`config.mk`:
```
export PLATFORM = sky130hd
export DESIGN_NAME = bits_boc_and_tx_status
export DESIGN_NICKNAME = d
export VERILOG_FILES = /design/src/bits_boc_pkg.sv /design/src/bits_boc_and_tx_status.sv
export SDC_FILE = /design/constraint.sdc
export NUM_CORES = 2
export LEC_CHECK = 0
export ABC_AREA = 1
export BUFFER_PORTS_ARGS = -buffer_cell sky130_fd_sc_hd__buf_2
export CORE_MARGIN = 2
export CORE_UTILIZATION = 60
export DETAILED_ROUTE_END_ITERATION = 10
export PLACE_DENSITY = 0.87
export SETUP_SLACK_MARGIN = 0.02
export SLEW_MARGIN = 20
export SYNTH_ARGS = -nofsm -noshare
export SYNTH_HDL_FRONTEND = slang
export SYNTH_SLANG_ARGS = --single-unit
```
`constraint.sdc`:
```
create_clock -name clk_sys -period 14 [get_ports clk_sys]
set_input_delay 3.5 -clock clk_sys [delete_from_list [all_inputs] [get_ports clk_sys]]
set_output_delay 3.5 -clock clk_sys [all_outputs]
set_load 0.05 [all_outputs]
```
`src/bits_boc_pkg.sv`:
```
// constants for the transmit status, code word and align capture block
`default_nettype none
package bits_boc_pkg;
  // register port widths
  localparam int ADDR_W = 8;
  localparam int DATA_W = 8;
  // register offsets
  localparam logic [7:0] OFF_RX_CODE_STATUS = 8'h38;
  localparam logic [7:0] OFF_TX_STATUS_FLAGS = 8'h3A;
  localparam logic [7:0] OFF_TX_IRQ_ENABLE = 8'h3B;
  localparam logic [7:0] OFF_FRAME_MODE = 8'h3C;
  localparam logic [7:0] OFF_RX_CODE_CONTROL = 8'h40;
  localparam logic [7:0] OFF_TX_CODE_CONTROL = 8'h41;
  localparam logic [7:0] OFF_RX_CODE_VALUE = 8'h42;
  localparam logic [7:0] OFF_TX_CODE_VALUE = 8'h43;
  localparam logic [7:0] OFF_RX_ALIGN_FRAME_BYTE = 8'h50;
  // reset values
  localparam logic [7:0] RST_REG = 8'h00;
  localparam logic [7:0] RD_UNMAPPED = 8'h00;
  // transmit status / enable bit positions
  localparam int BIT_CLK_LOST = 0;
  localparam int BIT_CLK_RECOVERED = 1;
  localparam int BIT_MULTIFRAME = 2;
  localparam int BIT_DENSITY_ALIGN = 3;
  localparam int TX_FLAGS_W = 4;
  // receive code status bit positions
  localparam int BIT_CODE_DETECTED = 0;
  localparam int BIT_CODE_CLEARED = 1;
  // frame mode register fields
  localparam int BIT_LINE_TYPE = 0;
  localparam int BIT_ESF_SEL = 1;
  // code control fields
  localparam int BIT_CODE_RESET = 7;
  localparam int CLR_SEL_LSB = 4;
  localparam int FILT_SEL_LSB = 1;
  localparam int BIT_SEND_CODE = 6;
  localparam int CODE_W = 6;
  // code filter selections
  localparam logic [2:0] FILT_ONE = 3'h0;
  localparam logic [2:0] FILT_THREE = 3'h1;
  localparam logic [2:0] FILT_FIVE = 3'h2;
  localparam logic [2:0] FILT_SEVEN = 3'h3;
  localparam logic [2:0] FILT_7OF10 = 3'h4;
  localparam int CODE_HIST = 10;
  localparam logic [3:0] HIST_NEEDED = 4'h7;
  // code clear step: 16 message bits per selection step
  localparam logic [6:0] CLR_STEP = 7'h10;
  localparam logic [6:0] BITS_SAT = 7'h7F;
  localparam logic [6:0] MSG_GAP = 7'h0F;
  // data link words, first bit in bit 0
  localparam int MSG_W = 16;
  localparam logic [7:0] MSG_FLAG = 8'hFF;
  localparam logic [7:0] DL_IDLE = 8'h7E;
  // pulse density limits
  localparam logic [4:0] ZERO_RUN_MAX = 5'h0F;
  localparam int DENS_N_MAX = 23;
  localparam logic [7:0] DENS_WIN_MAX = 8'hC0;
  // transmit clock activity window, in master clock periods
  localparam logic [4:0] TX_CLK_WIN = 5'h0F;
endpackage
`default_nettype wire

```
`src/bits_boc_and_tx_status.sv`:
```
// transmit status flags, code word transmit/receive and align frame capture
//
// Contract
// - DS1: flag density violations in transmit stream
// - E1: same flag marks each align frame
// - DS1: multiframe flag at SF/ESF boundaries
// - E1: multiframe flag at multiframe boundaries
// - flag transmit clock recovered after activity
// - flag transmit clock lost after inactivity
// - status flags clear by writing one
// - interrupt only for enabled flags
// - code reset on rising control bit only
// - new filter settings apply at reset
// - code clear after selected message bits
// - code validation per filter selection
// - ESF: store validated code, flag detected
// - send code repeatedly or idle pattern
// - flag byte sent first, then code bits with code bit 0 first
// - E1: capture received align frame byte
// - line type bit selects E1 or DS1
// - normal E1 align pattern reads 0011011
`timescale 1ns/1ps
`default_nettype none
module bits_boc_and_tx_status #(
  parameter logic [4:0] CLK_WIN = bits_boc_pkg::TX_CLK_WIN // clock activity window
) (
  input wire logic clk_sys, // system clock
  input wire logic reset, // synchronous reset, high
  input wire logic [bits_boc_pkg::ADDR_W-1:0] regAddr, // register address
  input wire logic [bits_boc_pkg::DATA_W-1:0] regWrData, // register write data
  input wire logic regWr, // write strobe
  input wire logic regRd, // read strobe
  output logic [bits_boc_pkg::DATA_W-1:0] regRdData, // read data, next cycle
  input wire logic txDataBit, // transmit stream bit
  input wire logic txDataValid, // transmit bit qualifier
  input wire logic txAlignStart, // transmit align frame start
  input wire logic txMultiframeStart, // transmit multiframe boundary
  input wire logic txClockSrc, // transmit clock source level
  input wire logic rxDlBit, // received data link bit
  input wire logic rxDlValid, // received data link qualifier
  input wire logic txDlReq, // framer wants next link bit
  output logic txDlBit, // transmit data link bit
  input wire logic rxAlignStart, // received align frame start
  input wire logic [7:0] rxAlignByte, // first eight bits of align frame
  output logic irq_out // interrupt request, high
);
  import bits_boc_pkg::*;

  typedef struct packed {
    logic [TX_FLAGS_W-1:0] txFlags;
    logic [TX_FLAGS_W-1:0] irqEn;
    logic [1:0] rxFlags;
    logic [1:0] frameMode;
    logic [7:0] rxCtl;
    logic [7:0] txCtl;
    logic [CODE_W-1:0] txCode;
    logic [CODE_W-1:0] rxCode;
    logic [7:0] alignByte;
    logic [7:0] rdData;
    logic [4:0] zeroRun;
    logic [7:0] fillCnt;
    logic [DENS_N_MAX-1:0][7:0] ones;
    logic [191:0] bitHist;
    logic clkPrev;
    logic [4:0] clkIdle;
    logic [4:0] clkAct;
    logic clkLost;
    logic rstPrev;
    logic [2:0] actFilter;
    logic [1:0] actClear;
    logic [MSG_W-1:0] rxSh;
    logic [6:0] bitsSince;
    logic [6:0] lostCnt;
    logic codeActive;
    logic [CODE_HIST-1:0][CODE_W:0] codeHist;
    logic [MSG_W-1:0] txSh;
    logic [3:0] txCnt;
    logic txBit;
  } state_t;

  state_t s_reg;
  state_t s_next;

  logic e1Mode;
  logic bocOn;
  logic [7:0] fillNext;
  logic [4:0] zeroNext;
  logic [DENS_N_MAX-1:0][7:0] onesNext;
  logic [DENS_N_MAX-1:0] densViol;
  logic densBad;
  logic [MSG_W-1:0] rxShNext;
  logic [CODE_W-1:0] newCode;
  logic msgMatch;
  logic [CODE_HIST-1:0] codeEq;
  logic [3:0] eqCount;
  logic codeValid;
  logic [6:0] clrThresh;
  logic [MSG_W-1:0] codeMsg;
  logic [MSG_W-1:0] txWord;
  logic clkEdge;
  logic wrStatus;

  // mode decode
  assign e1Mode = s_reg.frameMode[BIT_LINE_TYPE];
  assign bocOn = ~e1Mode & s_reg.frameMode[BIT_ESF_SEL];

  // density windows of 8 x (N+1) bits, one running ones count each
  assign fillNext = (s_reg.fillCnt == DENS_WIN_MAX) ? s_reg.fillCnt
                                                   : s_reg.fillCnt + 8'h01;
  assign zeroNext = txDataBit ? 5'h00
                  : ((s_reg.zeroRun == 5'h1F) ? s_reg.zeroRun : s_reg.zeroRun + 5'h01);
  genvar gi;
  generate
    for (gi = 0; gi < DENS_N_MAX; gi++) begin : g_dens
      localparam int WIN = 8 * (gi + 2);
      assign onesNext[gi] = s_reg.ones[gi] + {7'h00, txDataBit}
                          - {7'h00, s_reg.bitHist[WIN-1]};
      assign densViol[gi] = (fillNext >= 8'(WIN)) && (onesNext[gi] < 8'(gi + 1));
    end
  endgenerate
  assign densBad = (|densViol) | (zeroNext > ZERO_RUN_MAX);

  // received data link: newest bit enters at the top
  assign rxShNext = {rxDlBit, s_reg.rxSh[MSG_W-1:1]};
  assign newCode = rxShNext[14:9];
  assign msgMatch = (s_reg.bitsSince >= MSG_GAP) && (rxShNext[7:0] == MSG_FLAG)
                  && ~rxShNext[8] && ~rxShNext[15];

  // compare the incoming code against the last nine codes
  generate
    for (gi = 0; gi < CODE_HIST; gi++) begin : g_hist
      if (gi == 0) begin : g_new
        assign codeEq[gi] = 1'b1;
      end else begin : g_old
        assign codeEq[gi] = s_reg.codeHist[gi-1][CODE_W]
                          && (s_reg.codeHist[gi-1][CODE_W-1:0] == newCode);
      end
    end
  endgenerate

  // number of matches among the last ten codes
  always_comb begin
    eqCount = 4'h0;
    for (int k = 0; k < CODE_HIST; k++) begin
      eqCount = eqCount + {3'h0, codeEq[k]};
    end
  end

  // validation filter on the settings in force
  always_comb begin
    unique case (s_reg.actFilter)
      FILT_THREE: codeValid = &codeEq[2:0];
      FILT_FIVE: codeValid = &codeEq[4:0];
      FILT_SEVEN: codeValid = &codeEq[6:0];
      FILT_7OF10: codeValid = eqCount >= HIST_NEEDED;
      default: codeValid = 1'b1;
    endcase
  end

  // clear threshold 16, 32, 48 or 64 message bits
  assign clrThresh = 7'({s_reg.actClear, 4'h0}) + CLR_STEP;

  // transmit message: flag byte, zero, six code bits, zero
  assign codeMsg = {1'b0, s_reg.txCode, 1'b0, MSG_FLAG};
  assign txWord = s_reg.txCtl[BIT_SEND_CODE] ? codeMsg : {DL_IDLE, DL_IDLE};

  assign clkEdge = txClockSrc ^ s_reg.clkPrev;
  assign wrStatus = regWr && (regAddr == OFF_TX_STATUS_FLAGS);

  // next state
  always_comb begin
    s_next = s_reg;
    // status flag clears by writing one
    if (wrStatus) begin
      s_next.txFlags = s_reg.txFlags & ~regWrData[TX_FLAGS_W-1:0];
    end
    if (regWr && (regAddr == OFF_RX_CODE_STATUS)) begin
      s_next.rxFlags = s_reg.rxFlags & ~regWrData[1:0];
    end
    // plain register writes
    if (regWr) begin
      unique case (regAddr)
        OFF_TX_IRQ_ENABLE: s_next.irqEn = regWrData[TX_FLAGS_W-1:0];
        OFF_FRAME_MODE: s_next.frameMode = regWrData[1:0];
        OFF_RX_CODE_CONTROL: s_next.rxCtl = regWrData & 8'hBE;
        OFF_TX_CODE_CONTROL: s_next.txCtl = regWrData & 8'h40;
        OFF_TX_CODE_VALUE: s_next.txCode = regWrData[CODE_W-1:0];
        default: s_next.rdData = s_reg.rdData;
      endcase
    end

    // density check and align frame marker share one flag
    if (!e1Mode && txDataValid) begin
      s_next.zeroRun = zeroNext;
      s_next.fillCnt = fillNext;
      s_next.ones = onesNext;
      s_next.bitHist = {s_reg.bitHist[190:0], txDataBit};
      if (densBad) begin
        s_next.txFlags[BIT_DENSITY_ALIGN] = 1'b1;
      end
    end
    if (e1Mode && txAlignStart) begin
      s_next.txFlags[BIT_DENSITY_ALIGN] = 1'b1;
    end
    // multiframe boundary strobe in either mode
    if (txMultiframeStart) begin
      s_next.txFlags[BIT_MULTIFRAME] = 1'b1;
    end

    // transmit clock activity monitor
    s_next.clkPrev = txClockSrc;
    s_next.clkIdle = clkEdge ? 5'h00
                   : ((s_reg.clkIdle == 5'h1F) ? s_reg.clkIdle : s_reg.clkIdle + 5'h01);
    if (s_next.clkIdle >= CLK_WIN) begin
      s_next.clkAct = 5'h00;
    end else if ((clkEdge || s_reg.clkAct != 5'h00) && s_reg.clkAct != 5'h1F) begin
      s_next.clkAct = s_reg.clkAct + 5'h01;
    end
    if (!s_reg.clkLost && s_next.clkIdle >= CLK_WIN) begin
      s_next.clkLost = 1'b1;
      s_next.txFlags[BIT_CLK_LOST] = 1'b1;
    end
    if (s_reg.clkLost && s_next.clkAct >= CLK_WIN) begin
      s_next.clkLost = 1'b0;
      s_next.txFlags[BIT_CLK_RECOVERED] = 1'b1;
    end

    // received code word processing
    s_next.rstPrev = s_reg.rxCtl[BIT_CODE_RESET];
    if (s_reg.rxCtl[BIT_CODE_RESET] && !s_reg.rstPrev) begin
      s_next.actFilter = s_reg.rxCtl[FILT_SEL_LSB+:3];
      s_next.actClear = s_reg.rxCtl[CLR_SEL_LSB+:2];
      s_next.rxSh = '0;
      s_next.bitsSince = 7'h00;
      s_next.lostCnt = 7'h00;
      s_next.codeActive = 1'b0;
      s_next.codeHist = '0;
    end else if (bocOn && rxDlValid) begin
      s_next.rxSh = rxShNext;
      s_next.bitsSince = (s_reg.bitsSince == BITS_SAT) ? BITS_SAT
                                                       : s_reg.bitsSince + 7'h01;
      s_next.lostCnt = (s_reg.lostCnt == BITS_SAT) ? BITS_SAT : s_reg.lostCnt + 7'h01;
      if (msgMatch) begin
        s_next.bitsSince = 7'h00;
        s_next.codeHist = {s_reg.codeHist[CODE_HIST-2:0], {1'b1, newCode}};
        if (s_reg.codeActive && newCode == s_reg.rxCode) begin
          s_next.lostCnt = 7'h00;
        end
        if (codeValid && !(s_reg.codeActive && newCode == s_reg.rxCode)) begin
          s_next.rxCode = newCode;
          s_next.rxFlags[BIT_CODE_DETECTED] = 1'b1;
          s_next.codeActive = 1'b1;
          s_next.lostCnt = 7'h00;
        end
      end
      if (s_reg.codeActive && s_next.codeActive && s_next.lostCnt >= clrThresh) begin
        s_next.codeActive = 1'b0;
        s_next.rxFlags[BIT_CODE_CLEARED] = 1'b1;
      end
    end

    // transmit data link bit stream, first bit in bit 0
    if (txDlReq) begin
      s_next.txCnt = s_reg.txCnt + 4'h1;
      if (s_reg.txCnt == 4'h0) begin
        s_next.txBit = txWord[0];
        s_next.txSh = {1'b0, txWord[MSG_W-1:1]};
      end else begin
        s_next.txBit = s_reg.txSh[0];
        s_next.txSh = {1'b0, s_reg.txSh[MSG_W-1:1]};
      end
    end

    // align frame byte, Si in bit 7 and pattern below
    if (e1Mode && rxAlignStart) begin
      s_next.alignByte = rxAlignByte;
    end

    // read data, valid the cycle after the strobe
    s_next.rdData = RD_UNMAPPED;
    if (regRd) begin
      unique case (regAddr)
        OFF_RX_CODE_STATUS: s_next.rdData = {6'h00, s_reg.rxFlags};
        OFF_TX_STATUS_FLAGS: s_next.rdData = {4'h0, s_reg.txFlags};
        OFF_TX_IRQ_ENABLE: s_next.rdData = {4'h0, s_reg.irqEn};
        OFF_FRAME_MODE: s_next.rdData = {6'h00, s_reg.frameMode};
        OFF_RX_CODE_CONTROL: s_next.rdData = s_reg.rxCtl;
        OFF_TX_CODE_CONTROL: s_next.rdData = s_reg.txCtl;
        OFF_RX_CODE_VALUE: s_next.rdData = {2'h0, s_reg.rxCode};
        OFF_TX_CODE_VALUE: s_next.rdData = {2'h0, s_reg.txCode};
        OFF_RX_ALIGN_FRAME_BYTE: s_next.rdData = s_reg.alignByte;
        default: s_next.rdData = RD_UNMAPPED;
      endcase
    end
  end

  // state register
  always_ff @(posedge clk_sys) begin
    if (reset) begin
      s_reg <= '0;
    end else begin
      s_reg <= s_next;
    end
  end

  // outputs
  assign regRdData = s_reg.rdData;
  assign txDlBit = s_reg.txBit;
  assign irq_out = |(s_reg.txFlags & s_reg.irqEn);

endmodule // bits_boc_and_tx_status
`default_nettype wire

```
==> impl_metrics.tcl <==
set metrics [dict create \
    status "finished, final reports clean" \
    cts.reportedPaths.clkPinSlew_ns 0.07 \
    clock.fmax_mhz 169 \
    skew_ns 0.0239 \
    cts_hold_buf 0 \
    dr.pass1.iters 5 \
    ant_nets 0 \
    worstPathArrival_ns 6.47 \
    synth_xor_area_frac 0.0465 \
    synth-compound-area-share 0.170 \
    drive_gt1_frac 0.0452 \
    ys_seq_area_frac 0.369 \
    core_um2 50400 \
    setup_ws_ns 8.07 \
    maxCapViolCount 0 \
    drc 0 \
    chipWidth_um 230 \
    viasPerCell 5.49 \
    yosysWarnings 0 \
    synth_edf_count 0 \
    ctsResizeCount 0 \
    cts_tree "done" \
    synth-seq-cells 566 \
    dieArea_um2 53000 \
    final_common_cell "nand2_1" \
    htree_levels 2 \
    antenna_found_initial 0 \
    powerDensity_nw_per_um2 151 \
    syn_inst 4277 \
    largest_register_ffs 534 \
    wirelength_um 66100 \
    worst_pin_slew_ns 1.05 \
    min_path_type "reg -> reg" \
    grt_pass1_wl_um 113000 \
    final_util 0.657 \
    worstSetupPathType "reg -> reg" \
    clockRootBuffer "clkbuf_16" \
    finalSetupTns_ns 0 \
    grt_remaining_overflow 0 \
    cts_setup_buffers 0 \
    start_kind "register" \
    num_antenna_cells 0 \
    clk_path_buf_depth 3 \
    io-pin-count 47 \
    start_util 0.609 \
    synthSimpleGateAreaFrac 0.212 \
    cts_buffers 56 \
    post-dp-hpwl_um 42100 \
    synth_top_family_by_area "simple AND/OR/NAND/NOR gates" \
    first_global_vias 24900 \
    synth_cell_types 50 \
    rsz0062_at_grt "no" \
    synth_top_cell_by_area "dfxtp_1" \
    place.gp.congestion 0.896 \
    fin_nets 4470 \
    clock_latency_ns 0.64 \
    preCtsSetupSlack_ns 7.70 \
    row_count 82 \
    drt_iter0_markers 1909 \
    muxShareOfSynthArea 0 \
    setup_viol 0 \
    reg2reg_slack_ns 8.07 \
    async_flop_share 0 \
    synthesis.nets 4544 \
    fin_crit_ns 5.93 \
    leakagePower_nw 15.3 \
    area_delta_synth_final_pct 7.78 \
    port_buffers 46 \
    syn-mean-instance-area_um2 7.18 \
    worst-path-max-fanout 13 \
    die_y_um 230 \
    max_slew_margin 0.297 \
    drv_slew 0 \
    grt_usage 0.245 \
    synth_top_area_share 0.369 \
    placed_cells 4817 \
    irDropWorstVdd_mv 0.0998 \
    vias 27000 \
    yosys-top-cells-area "dfxtp_1 (37%), ha_1 (8.2%), nand2_1 (7.6%)" \
    syn-cell-area_um2 30700 \
    clock-sinks 566 \
    fillers 4183 \
    wl_per_cell_um 13.4 \
    required_ns 14.54 \
    layout_common_cells "nand2_1 (617), inv_1 (610), nor2_1 (598)" \
    fin_crit_sh 0.424 \
    cp-end-kind "register" \
    synth_ff_type "dfxtp_1" \
    fin_cells 4921 \
    holdWs_ns 0.460 \
    grt_max_degree 265 \
    hold_viol_final 0 \
    synthAdderAreaFrac 0.101 \
]
[metrics by stage]
step	area (um2)	total power [mW]
4_1_cts	33100	4.98
3_3_place_gp	31100	3.32
3_5_place_dp	31100	3.37
5_1_grt	33100	5.30
2_1_floorplan	30700	3.09
6_report	33100	4.98
[kinds of logic (layout without fill, tap and decap cells)]
group | Yosys count | in the layout
AOI/OAI and AO/OA | 950 | 950
xor gates and xnor gates | 162 | 162
adders and majority gates | 230 | 230
buffers and inverters | 810 | 782
DFF | 566 | 566
and+or+nand+nor | 1559 | 1559
[cell usage after synthesis, types with 12 or more instances]
cell        n
nand2_1   618
inv_1     611
nor2_1    599
dfxtp_1   566
o21ai_0   405
a21oi_1   346
ha_1      202
nand3_1   180
clkbuf_1  148
xor2_1    114
nand4_1    93
o211ai_1   72
xnor2_1    47
a211oi_1   32
fa_1       28
nor3_1     25
a21o_1     19
o22ai_1    19
a31oi_1    16
buf_2      14
buf_1      12
nand3b_1   12
or2_2      12
[worst max-delay path, stage by stage, from the launching register on]
cell and delay, ns:
dfxtp_1 0.72, inv_4 0.20, a22o_1 0.26, a2111oi_0 0.33
nand4_1 0.22, fa_1 0.53, fa_1 0.51, inv_1 0.06
fa_1 0.47, ha_1 0.24, fa_1 0.48, nand3_1 0.07
o2111ai_1 0.16, o21ai_0 0.16, nand3_1 0.14, nand2_2 0.13
o21ai_0 0.15, inv_1 0.08, ha_1 0.33, nand2_1 0.08
nor2_1 0.04, a211oi_1 0.18, nand2_1 0.12, nand3_1 0.11
nand2_1 0.05
[area by class of cell]
type,count,area (um2),share of cell area
flip-flops and latches,566,11300,0.342
clock inverters,30,407,0.0123
clock buffers,74,1560,0.0471
inverters,622,2350,0.0711
multi-input cells,2901,16300,0.491
repair buffers,56,345,0.0104
well taps,672,841,0.0254
[power by group]
part           internal [mW]  switching, mW  leakage [nW]  total, mW
registers               1.76         0.0982          4.66       1.85
logic                  0.588          0.937          9.73       1.52
clock network          0.936          0.665         0.940       1.60
[per-layer routing]
layer  up-vias  track usage  share of wire
met4         0       0.0808          0.025
met2       630        0.417           0.47
met1     12500        0.324           0.46
met3       125       0.0291          0.048
li1      13800            -              -
met5         -            0              0
[final timing paths]
| check | from | to | depth (start not counted) |
|---|---|---|---|
| max | newCode[5] | s_reg[576] | 24 |
| min | s_reg[544] | regRdData[7] | 2 |
| max reg2reg | newCode[5] | s_reg[576] | 24 |
| min reg2reg | s_reg[544] | regRdData[7] | 2 |
Note: power is estimated with default switching activity, not from simulation.
